### config.mk
export PLATFORM = sky130hd
export DESIGN_NAME = acs_sequencer
export DESIGN_NICKNAME = d
export VERILOG_FILES = /design/src/acs_pkg.sv /design/src/acs_stream_if.sv /design/src/acs_buf2.sv /design/src/acs_sequencer.sv
export VERILOG_INCLUDE_DIRS = /design/src
export SDC_FILE = /design/constraint.sdc
export NUM_CORES = 1
export LEC_CHECK = 0
export ABC_CLOCK_PERIOD_IN_PS = 4400
export BUFFER_PORTS_ARGS = -buffer_cell sky130_fd_sc_hd__buf_4
export CAP_MARGIN = 30
export CORE_MARGIN = 1.5
export CORE_UTILIZATION = 45
export CTS_CLUSTER_SIZE = 25
export DETAILED_ROUTE_END_ITERATION = 7
export GPL_TIMING_DRIVEN = 1
export MAX_ROUTING_LAYER = met4
export PLACE_DENSITY = 0.68
export SLEW_MARGIN = 10
export SYNTH_ARGS = -nofsm -noshare
export SYNTH_HDL_FRONTEND = slang
export SYNTH_SLANG_ARGS = --single-unit
### constraint.sdc
create_clock -name CLK -period 4.4 [get_ports CLK]
set_input_delay 0.44 -clock CLK [delete_from_list [all_inputs] [get_ports CLK]]
set_output_delay 0.44 -clock CLK [all_outputs]
set_load 0.02 [all_outputs]
### src/acs_defines.svh
`ifndef ACS_DEFINES_SVH
`define ACS_DEFINES_SVH

// Sample and channel widths of the converter command and response streams.
`define ACS_SAMPLE_W   12
`define ACS_CHAN_W     5
`define ACS_SLOT_W     6
`define ACS_MAX_SLOTS  64

// Channel code that marks an empty slot on the second converter.
`define ACS_EMPTY_CH   5'h1F
// Channel code of the on-die temperature channel (first converter only).
`define ACS_TEMP_CH    5'h11

// Reset values of the control state.
`define ACS_SLOT_RST   6'h00
`define ACS_SAMPLE_RST 12'h000

`endif

### src/acs_pkg.sv
`default_nettype none
`include "acs_defines.svh"

package acs_pkg;

    typedef logic [`ACS_SAMPLE_W-1:0] acs_sample_t;
    typedef logic [`ACS_CHAN_W-1:0]   acs_chan_t;
    typedef logic [`ACS_SLOT_W-1:0]   acs_slot_t;

    // One finished slot: both converters' results plus its position.
    typedef struct packed {
        acs_slot_t   slot;
        logic        eop;
        acs_sample_t s1;
        acs_sample_t s2;
    } acs_word_s;

    typedef enum logic [1:0] {
        ACS_IDLE,
        ACS_RUN,
        ACS_DRAIN
    } acs_state_e;

endpackage : acs_pkg

`default_nettype wire

### src/acs_stream_if.sv
`timescale 1ns/1ps
`default_nettype none

// Valid/ready word stream between the sequencer and its output buffer.
interface acs_stream_if;
    import acs_pkg::*;
    logic      valid;
    logic      ready;
    acs_word_s word;
    modport src (output valid, output word, input ready);
    modport snk (input valid, input word, output ready);
endinterface : acs_stream_if

`default_nettype wire

### src/acs_buf2.sv
`timescale 1ns/1ps
`default_nettype none

// Two-entry buffer; a receiver stall fills it and then drops in.ready.
module acs_buf2 (
    input  wire logic CLK,
    input  wire logic RST_N,
    acs_stream_if.snk in,
    acs_stream_if.src out
);
    import acs_pkg::*;

    acs_word_s mem_r [2];
    acs_word_s mem_nxt [2];
    logic      wp_r, wp_nxt, rp_r, rp_nxt;
    logic [1:0] cnt_r, cnt_nxt;
    logic      push, pop;

    // Honest full and empty come straight from the fill count.
    assign in.ready  = (cnt_r != 2'h2);
    assign out.valid = (cnt_r != 2'h0);
    assign out.word  = mem_r[rp_r];
    assign push      = in.valid && in.ready;
    assign pop       = out.valid && out.ready;

    // Next pointers, count and storage.
    always_comb begin
        mem_nxt = mem_r;
        wp_nxt  = wp_r;
        rp_nxt  = rp_r;
        cnt_nxt = cnt_r;
        if (push) begin
            mem_nxt[wp_r] = in.word;
            wp_nxt        = ~wp_r;
        end
        if (pop) begin
            rp_nxt = ~rp_r;
        end
        case ({push, pop})
            2'b10:   cnt_nxt = cnt_r + 2'h1;
            2'b01:   cnt_nxt = cnt_r - 2'h1;
            default: cnt_nxt = cnt_r;
        endcase
    end

    // Storage needs no reset; only valid entries are ever read out.
    always_ff @(posedge CLK) begin
        mem_r <= mem_nxt;
    end

    // Pointers and count.
    always_ff @(posedge CLK or negedge RST_N) begin
        if (!RST_N) begin
            wp_r  <= 1'b0;
            rp_r  <= 1'b0;
            cnt_r <= 2'h0;
        end else begin
            wp_r  <= wp_nxt;
            rp_r  <= rp_nxt;
            cnt_r <= cnt_nxt;
        end
    end

endmodule : acs_buf2

`default_nettype wire

### src/acs_sequencer.sv
`timescale 1ns/1ps
`default_nettype none
`include "acs_defines.svh"

module acs_sequencer #(
    parameter int                         SEQ_LEN   = 4,
    parameter bit                         DUAL      = 1'b1,
    parameter logic [64*`ACS_CHAN_W-1:0]  SLOT_CH1  = '0,
    parameter logic [64*`ACS_CHAN_W-1:0]  SLOT_CH2  = '0,
    parameter logic [31:0]                THR_EN1   = 32'h0000_0000,
    parameter logic [31:0]                THR_EN2   = 32'h0000_0000,
    parameter logic [`ACS_SAMPLE_W-1:0]   THR_HI1   = 12'hFFF,
    parameter logic [`ACS_SAMPLE_W-1:0]   THR_LO1   = 12'h000,
    parameter logic [`ACS_SAMPLE_W-1:0]   THR_HI2   = 12'hFFF,
    parameter logic [`ACS_SAMPLE_W-1:0]   THR_LO2   = 12'h000
) (
    input  wire logic                 CLK,
    input  wire logic                 RST_N,
    input  wire logic                 START,
    input  wire logic                 STOP,
    input  wire logic                 CONTINUOUS,
    output logic                      BUSY,
    output logic                      CMD_VALID,
    input  wire logic                 CMD_READY,
    output acs_pkg::acs_chan_t        CMD_CH1,
    output acs_pkg::acs_chan_t        CMD_CH2,
    input  wire logic                 RSP_VALID,
    input  wire acs_pkg::acs_sample_t RSP_DATA1,
    input  wire acs_pkg::acs_sample_t RSP_DATA2,
    output logic                      OUT_VALID,
    input  wire logic                 OUT_READY,
    output acs_pkg::acs_slot_t        OUT_SLOT,
    output logic                      OUT_EOP,
    output acs_pkg::acs_sample_t      OUT_DATA1,
    output acs_pkg::acs_sample_t      OUT_DATA2,
    input  wire acs_pkg::acs_slot_t   RD_ADDR,
    output acs_pkg::acs_sample_t      RD_DATA1,
    output acs_pkg::acs_sample_t      RD_DATA2,
    output logic                      BLOCK_READY,
    input  wire logic                 BLOCK_ACK,
    output logic                      ROUND_DONE,
    output logic [1:0]                VIOL_HI,
    output logic [1:0]                VIOL_LO
);
    import acs_pkg::*;

    // Slot table lookup; the tables are fixed at elaboration.
    function automatic acs_chan_t slot_chan(
        input logic [64*`ACS_CHAN_W-1:0] tbl,
        input acs_slot_t                 idx
    );
        slot_chan = tbl[idx*`ACS_CHAN_W +: `ACS_CHAN_W];
    endfunction : slot_chan

    // Second converter's channel for a slot, forced empty where needed.
    function automatic acs_chan_t chan2_of(input acs_slot_t idx);
        acs_chan_t c;
        c = slot_chan(SLOT_CH2, idx);
        if (slot_chan(SLOT_CH1, idx) == `ACS_TEMP_CH) begin
            c = `ACS_EMPTY_CH;
        end
        if (!DUAL || c == `ACS_TEMP_CH) begin
            c = `ACS_EMPTY_CH;
        end
        chan2_of = c;
    endfunction : chan2_of

    // Threshold test against one converter's limits and channel mask.
    function automatic logic [1:0] thr_check(
        input acs_sample_t s,
        input acs_chan_t   ch,
        input logic [31:0] en,
        input acs_sample_t hi,
        input acs_sample_t lo
    );
        // A value equal to a limit is not a violation.
        thr_check = 2'b00;
        if (en[ch]) begin
            thr_check = {s > hi, s < lo};
        end
    endfunction : thr_check

    // Shared sequence length
    // One length serves both converters; an out-of-range setting is
    // clamped into 1..64 rather than left to wrap the slot pointer.
    localparam int SEQ_USED = (SEQ_LEN < 1) ? 1
                            : (SEQ_LEN > `ACS_MAX_SLOTS) ? `ACS_MAX_SLOTS
                            : SEQ_LEN;
    localparam acs_slot_t LAST_SLOT = acs_slot_t'(SEQ_USED - 1);

    // Slot pointer, answer slot, stop request and round bookkeeping.
    acs_state_e  state_r, state_nxt;
    acs_slot_t   idx_r, idx_nxt;
    acs_slot_t   rsp_idx_r, rsp_idx_nxt;
    logic        pend_r, pend_nxt;
    logic        stop_r, stop_nxt;
    logic        blk_r, blk_nxt;
    logic        done_r, done_nxt;
    logic [1:0]  hi_r, hi_nxt, lo_r, lo_nxt;
    acs_sample_t rd1_r, rd2_r;
    acs_sample_t ram1_r [`ACS_MAX_SLOTS];
    acs_sample_t ram2_r [`ACS_MAX_SLOTS];
    acs_sample_t s1, s2;
    logic        cmd_take, rsp_last;
    logic [1:0]  t1, t2;

    acs_stream_if buf_in ();
    acs_stream_if buf_out ();

    // A command also needs room downstream, since answers cannot stall.
    // One command outstanding
    assign CMD_VALID = (state_r == ACS_RUN) && !pend_r && buf_in.ready;
    assign cmd_take  = CMD_VALID && CMD_READY;
    assign CMD_CH1   = slot_chan(SLOT_CH1, idx_r);
    assign CMD_CH2   = chan2_of(idx_r);

    assign s1 = RSP_DATA1;
    assign s2 = (chan2_of(rsp_idx_r) == `ACS_EMPTY_CH) ? `ACS_SAMPLE_RST
                                                       : RSP_DATA2;
    assign rsp_last = RSP_VALID && (rsp_idx_r == LAST_SLOT);

    assign t1 = thr_check(s1, slot_chan(SLOT_CH1, rsp_idx_r),
                          THR_EN1, THR_HI1, THR_LO1);
    assign t2 = DUAL ? thr_check(s2, chan2_of(rsp_idx_r),
                                 THR_EN2, THR_HI2, THR_LO2) : 2'b00;

    assign buf_in.valid      = RSP_VALID;
    assign buf_in.word       = '{slot: rsp_idx_r,
                                 eop:  (rsp_idx_r == LAST_SLOT),
                                 s1:   s1,
                                 s2:   s2};
    assign buf_out.ready     = OUT_READY;
    assign OUT_VALID         = buf_out.valid;
    assign OUT_SLOT          = buf_out.word.slot;
    assign OUT_EOP           = buf_out.word.eop;
    assign OUT_DATA1         = buf_out.word.s1;
    assign OUT_DATA2         = buf_out.word.s2;

    // The buffer absorbs a receiver stall; commands pause while it is
    // full, so an answer that cannot be held back is never dropped.
    acs_buf2 u_buf (
        .CLK   (CLK),
        .RST_N (RST_N),
        .in    (buf_in),
        .out   (buf_out)
    );

    // Sequencing state, slot pointer and round bookkeeping.
    always_comb begin
        state_nxt   = state_r;
        idx_nxt     = idx_r;
        rsp_idx_nxt = rsp_idx_r;
        pend_nxt    = pend_r;
        stop_nxt    = stop_r;
        blk_nxt     = blk_r;
        done_nxt    = 1'b0;
        hi_nxt      = 2'b00;
        lo_nxt      = 2'b00;
        // An answer always closes the pending command.
        if (RSP_VALID) begin
            pend_nxt = 1'b0;
            hi_nxt   = {t2[1], t1[1]};
            lo_nxt   = {t2[0], t1[0]};
        end
        // Taking a command advances the pointer and remembers its slot.
        if (cmd_take) begin
            pend_nxt    = 1'b1;
            rsp_idx_nxt = idx_r;
            if (idx_r == LAST_SLOT) begin
                idx_nxt = `ACS_SLOT_RST;
            end else begin
                idx_nxt = idx_r + 6'h01;
            end
        end
        // Host acknowledge clears; a round finishing now wins.
        if (BLOCK_ACK) begin
            blk_nxt = 1'b0;
        end
        if (rsp_last) begin
            blk_nxt  = 1'b1;
            done_nxt = 1'b1;
        end
        case (state_r)
            ACS_IDLE: begin
                if (START && !blk_r) begin
                    state_nxt = ACS_RUN;
                    idx_nxt   = `ACS_SLOT_RST;
                end
            end
            ACS_RUN: begin
                // A stop waits until no command is left on offer, so an
                // offered command is never withdrawn before it is taken.
                if (STOP) begin
                    stop_nxt = 1'b1;
                end
                if (((STOP || stop_r) && (!CMD_VALID || cmd_take))
                    || (cmd_take && idx_r == LAST_SLOT && !CONTINUOUS)) begin
                    state_nxt = ACS_DRAIN;
                    stop_nxt  = 1'b0;
                end
            end
            ACS_DRAIN: begin
                if (!pend_nxt) begin
                    state_nxt = ACS_IDLE;
                end
            end
            default: state_nxt = ACS_IDLE;
        endcase
    end

    // Control registers.
    always_ff @(posedge CLK or negedge RST_N) begin
        if (!RST_N) begin
            state_r   <= ACS_IDLE;
            idx_r     <= `ACS_SLOT_RST;
            rsp_idx_r <= `ACS_SLOT_RST;
            pend_r    <= 1'b0;
            stop_r    <= 1'b0;
            blk_r     <= 1'b0;
            done_r    <= 1'b0;
            hi_r      <= 2'b00;
            lo_r      <= 2'b00;
        end else begin
            state_r   <= state_nxt;
            idx_r     <= idx_nxt;
            rsp_idx_r <= rsp_idx_nxt;
            pend_r    <= pend_nxt;
            stop_r    <= stop_nxt;
            blk_r     <= blk_nxt;
            done_r    <= done_nxt;
            hi_r      <= hi_nxt;
            lo_r      <= lo_nxt;
        end
    end

    // Round storage is plain flops without reset to keep it small.
    // Round stored
    always_ff @(posedge CLK) begin
        if (RSP_VALID) begin
            ram1_r[rsp_idx_r] <= s1;
            ram2_r[rsp_idx_r] <= s2;
        end
    end

    // Registered host read port, one cycle of latency.
    // An entry not yet written this round still holds the last round's
    // value, so the host should read only while BLOCK_READY is high.
    always_ff @(posedge CLK or negedge RST_N) begin
        if (!RST_N) begin
            rd1_r <= `ACS_SAMPLE_RST;
            rd2_r <= `ACS_SAMPLE_RST;
        end else begin
            rd1_r <= ram1_r[RD_ADDR];
            rd2_r <= ram2_r[RD_ADDR];
        end
    end

    // Status and read outputs other than BUSY come straight from their registers; BUSY is decoded from state_r.
    assign RD_DATA1    = rd1_r;
    assign RD_DATA2    = rd2_r;
    assign BLOCK_READY = blk_r;
    assign ROUND_DONE  = done_r;
    assign VIOL_HI     = hi_r;
    assign VIOL_LO     = lo_r;
    assign BUSY        = (state_r != ACS_IDLE);

endmodule : acs_sequencer

`default_nettype wire

==> qor.yml, run 1 <==
fin_crit_ps: 2990
avgSynthCellArea_um2: 21.8
grtUsageMet2_pct: 35.0
drc: 0
core_area_mm2: 0.140
top_level_ports: 113
clk_pin_slew_ps: 60
synth_seq_cells: 1644
cts_tree: "built"
ir_drop_mv: 0.553
worstPathArrival_ps: 3440
htree_levels: 4
maxCapViolations: 0
fill_cells: 10800
grt_antenna_before_repair: 5
grt_max_degree: 71
dpl.cell_count: 4848
wire_per_inst_um: 30.2
slew_headroom_pct: 27.8
cp-end-kind: "flip-flop"
grt_pass1_vias: 30900
grt_usage_pct: 22.7
io_buffer_count: 98
std_cell_rows: 137
drtIter0Drc: 3834
max_clock_freq_ghz: 0.334
die_area_mm2: 0.143
syn_area_mm2: 0.0632
routed_via_density: 5.98
r2r_setup_slack_ps: 1410
clock_path_buffers: 3
area_growth_pct: 13.8
crit_path_start_kind: "flip-flop"
hold_end: "state_r[0]"
layout-drive-gt1-share_pct: 31.2
worstMarginPinSlew_ps: 1070
place_hpwl_mm: 87.8
finalHoldViolCount: 0
setup_viol: 0
p_per_area_mw_per_mm2: 473
die_width_um: 378
holdPathStages: 3
stdcell_count: 5155
overflow: 0
insertion_delay_ps: 800
ys_async_sr_fraction_pct: 2.80
vias: 30800
cp_max_fo: 16
detail-route-antenna-nets: 0
outcome: "completed"
post-synth-top-area-cell: "edfxtp_1"
cts_resized: 0
busiest_layer: "met2"
fin_skew_ps: 27.6
yosysSeqAreaShare_pct: 77.7
tns_ps: 0
synth.top_cell.area_share_pct: 75.9
start_util_pct: 45.3
power.leakage_nw: 22.9
finalCritPeriodShare_pct: 68.0
cts_num_sinks: 1644
wirelength_mm: 156
cts_buffers: 162
synthCells: 2905
grt_use_met1_pct: 31.1
crit_type: "reg2reg"
regToRegEndpoint: "ram1_r[47][7]"
worstReg2RegStart: "rsp_idx_r[2]"
synth_edf_count: 1598
worstPathRequired_ps: 4850
holdCritStartpoint: "CMD_READY"
synth_area_leaders: "edfxtp_1 (76%), mux4_2 (11%), mux2_2 (3.2%)"
rsz0062_at_grt: "false"
place_congestion: 0.832
maxSlewViolCount: 0
die_height_um: 378
yosysWarnings: 0
hold_path_class: "in2reg"
first_pass_iters: 5
grt_pass1_wl_mm: 223
ff2ff_path_depth: 3
met3_usage_pct: 4.34
clock-root-buffer: "clkbuf_16"
num-nets-final: 3185
ys.flop_type: "edfxtp_1"
ys_types: 46
-- where the power goes --
group          total (mW)  switching, mW  internal [mW]
logic                2.76           1.73           1.03
registers            17.8          0.195           17.6
clock network        13.5           5.76           7.74
total                34.0           7.68           26.4
-- worst max-delay path by stage --
stage / to / depth (start not counted) / start
after floorplan: ram1_r[48][0] / 4 / RSP_VALID
after global placement: RD_DATA2[0] / 6 / RD_ADDR[1]
after detailed placement: RD_DATA2[0] / 6 / RD_ADDR[1]
after CTS: OUT_SLOT[1] / 3 / u_buf.rp_r
after global routing: ram1_r[47][7] / 3 / rsp_idx_r[2]
final: ram1_r[47][7] / 3 / rsp_idx_r[2]
-- state kept, by name, summed over array words and instances, names as in the netlist, 2 cells and up --
register and flops:
u_buf.cnt_r 2, ram2_r 768, ram1_r 768, RD_DATA2 12, rsp_idx_r 6, u_buf.mem_r 62
idx_r 6, RD_DATA1 12, state_r 2
-- cell families after synthesis --
family / share of synthesized area, %
AO/OA/AOI/OAI: 2.70
XOR/XNOR: 0.139
adder cells (fa/ha/maj): 0.0396
buffers and inverters: 1.69
flip-flops: 77.7
multiplexers: 16.1
other: 0.00593
AND/OR/NAND/NOR: 1.55
-- layout make-up --
class	count	area, um2	share of cell area (%)
Multi-Input combinational cell	1092	13200	18.4
Inverter	5	18.8	0.0261
Sequential cell	1644	49100	68.3
Tap cell	1876	2350	3.26
Antenna cell	5	12.5	0.0174
Timing Repair Buffer	239	2010	2.80
Clock buffer	222	4450	6.19
Clock inverter	72	711	0.988
-- timing repair --
action,CTS,global route
hold buffers,7,0
setup endpoints to repair,0,0
setup buffers,0,0
hold endpoints to repair,52,0
-- routing by layer --
metal | up-vias | part of all wire [%]
met5 | - | 0
met4 | 0 | 2.4
met3 | 212 | 9.2
met2 | 1497 | 48
met1 | 16500 | 40
li1 | 12600 | -
-- metrics by stage --
step	area, um2	hold WS, ps	utilization [%]	worst slack [ps]	power [mW]
2_1_floorplan	63300	144	-	1220	19.6
3_3_place_gp	66600	473	47.8	881	20.8
3_5_place_dp	66700	480	47.8	762	20.9
4_1_cts	71900	31.0	51.5	1390	34.2
5_1_grt	71900	115	51.5	1340	35.0
6_report	71900	81.3	51.6	1410	34.0
-- critical path, stage by stage, from the launching register on --
cell and delay [ps]:
dfrtp_1 610, nand4_1 740, nor2_2 870, buf_4 420
-- cells in the final DEF, fill, tap and decap left out, types with 8 or more instances in the layout --
master,instances
dfrtp_1,46
mux4_2,316
o21ai_0,43
nor2_2,64
a221oi_1,23
clkinv_1,26
nor2_1,13
a21oi_1,49
clkinv_2,19
edfxtp_1,1598
clkbuf_16,165
mux2_2,178
nand3_1,8
nor2b_1,25
mux2i_1,108
conb_1,14
a211oi_1,52
nand2_1,32
bufinv_16,11
nand2b_1,9
o22ai_1,76
buf_12,14
clkbuf_8,11
nor3_1,19
clkbuf_1,46
buf_4,213
a221o_1,14
-- synth_stat cells, types with 23 or more instances --
master    number
edfxtp_1    1598
mux2i_1      108
mux2_2       178
a211oi_1      52
buf_4         49
a21oi_1       49
mux4_2       316
nand2_1       32
clkbuf_1      42
a221oi_1      23
o22ai_1       76
nor2b_1       26
dfrtp_1       46
nor2_1        78
o21ai_0       43
buf_2         57
No activity file was read; power rests on OpenSTA's default activity.
==> inputs of run 2 (changes only) <==
Settings changed: ABC_CLOCK_PERIOD_IN_PS 4400 to 2610, PLACE_DENSITY 0.68 to 0.71.
Clock period 4.4 ns to 2.61 ns, I/O delays scaled along.
==> run 2 against run 1 <==
Compared with the run above:
- clock skew grew 3.9 ps
- wire length shrank 1.5%
- register-to-register slack lost 1100 ps
- sequential power rose by 68%
- critical path depth is 4 higher
- clock power up 65%
- clock-buffer cell count down 17
- core utilization increased by 1.0 points
- critical endpoint is now stop_r
==> qor.yml, run 2 (synthesized netlist as in run 1, its figures left out) <==
outcome: "completed"
grt_usage_pct: 22.4
cp_max_fo: 5
finalCoreUtilization_pct: 52.6
cts_num_sinks: 1644
place_congestion: 0.826
cts_tree: "built"
postPlaceCellArea_mm2: 0.0683
maxCapViolations: 0
ir_drop_mv: 0.763
drtIter0Drc: 3598
final_common_cell: "edfxtp_1"
place_hpwl_mm: 89.3
grt_antenna_before_repair: 6
dpl.cell_count: 4955
num-nets-final: 3290
cts_setup_buffers: 0
crit_type: "reg2reg"
routed_via_density: 5.91
stdcell_count: 5256
layout-drive-gt1-share_pct: 33.4
largestRegisters: "ram1_r (768), ram2_r (768), u_buf.mem_r (62)"
worstMarginPinSlew_ps: 882
regToRegEndpoint: "stop_r"
multiInputGateArea_mm2: 0.0132
finalHoldViolCount: 0
wire_per_inst_um: 29.2
die_height_um: 378
finalCritPeriodShare_pct: 88.4
start_util_pct: 45.3
fin_skew_ps: 31.5
clock_path_buffers: 3
hold_path_class: "in2reg"
fill_cells: 10600
detail-route-antenna-nets: 0
cts_resized: 0
first_pass_iters: 5
fin_total_pwr_mw: 57.2
grt_pass1_vias: 31200
overflow: 0
fin_crit_ps: 2310
grt_max_degree: 67
mostFrequentLayoutCells: "edfxtp_1 (1598), mux4_2 (316), buf_4 (257), mux2_2 (178), clkbuf_16 (162)"
worstPathRequired_ps: 3280
worstReg2RegStart: "idx_r[0]"
die_width_um: 378
io_buffer_count: 98
die_area_mm2: 0.143
top_level_ports: 113
clock-root-buffer: "clkbuf_16"
grt_pass1_wl_mm: 221
critical_path.startpoint: "idx_r[0]"
max_clock_freq_ghz: 0.433
setup_viol: 0
p_per_area_mw_per_mm2: 780
htree_levels: 4
fin_area_mm2: 0.0734
r2r_setup_slack_ps: 300
power.leakage_nw: 23.6
area_growth_pct: 16.1
holdWs_ps: 34.8
vias: 31000
insertion_delay_ps: 800
maxSlewViolCount: 0
crit_path_start_kind: "flip-flop"
drc: 0
cts_buffers: 158
slew_headroom_pct: 41.2
core_area_mm2: 0.140
worstSetupEndpoint: "stop_r"
worstPathArrival_ps: 2970
ff2ff_path_depth: 7
std_cell_rows: 137
regArea_mm2: 0.0491
rsz0062_at_grt: "false"
cp-end-kind: "flip-flop"
clk_pin_slew_ps: 60
wirelength_mm: 153
-- run 2: cell types whose count changed in the layout (fill, tap and decap cells not counted), sizes merged, moves of 3 or more --
cell and change:
buf +106, clkbuf -17, clkinv +9, dlygate4sd3 +3
-- run 2: stage by stage --
step                      TNS (ps)  setup slack (ps)
after global routing             0               141
final                            0               302
after global placement        -802              -238
after floorplan              -4380             -12.5
after detailed placement      -956              -232
after CTS                        0               275
-- run 2: final cells by class --
class,count,area share (%)
Sequential cell,1644,67.0
Clock buffer,205,5.81
Timing Repair Buffer,348,4.93
Multi-Input combinational cell,1092,18.0
Tap cell,1876,3.20
Clock inverter,80,1.01
Inverter,5,0.0256
Antenna cell,6,0.0205
-- run 2: per-layer routing --
layer  global-route usage, %  vias up  wire, um
li1                        -    12800         -
met1                    29.8    16500     60500
met2                    34.4     1471     74400
met3                    4.71      255     13400
met4                    8.02        0      5120
met5                       -        -         0
-- run 2: worst min path at each step --
stage / from / end / slack, ps / cells past startpoint
after detailed placement: RST_N / u_buf.cnt_r[0] / 370 / 1
after global routing: RSP_DATA2[3] / u_buf.mem_r[3] / 60 / 1
after floorplan: RST_N / BLOCK_READY / -30 / 0
after global placement: RST_N / u_buf.cnt_r[0] / 360 / 1
final: RSP_DATA1[7] / u_buf.mem_r[50] / 30 / 1
after CTS: RSP_DATA2[3] / u_buf.mem_r[3] / 20 / 1
-- run 2: repair_timing --
item                                    CTS  global route
hold endpoints to repair                 61             0
endpoints found under the setup margin    0             0
hold buffers                             10             0
-- run 2: power breakdown --
part | internal (mW) | total, mW | switching [mW]
clock network | 12.6 | 22.3 | 9.70
registers | 29.6 | 29.9 | 0.288
logic | 2.00 | 5.02 | 3.01
total | 44.2 | 57.2 | 13.0
-- run 2: critical path, cell delays in order (launching register included) --
cell and delay [ps]:
dfrtp_1 440, ha_1 230, nand2b_1 60, or4_1 450, nor3_1 180, o32a_1 210, a21oi_1 70, dlygate4sd3_1 560
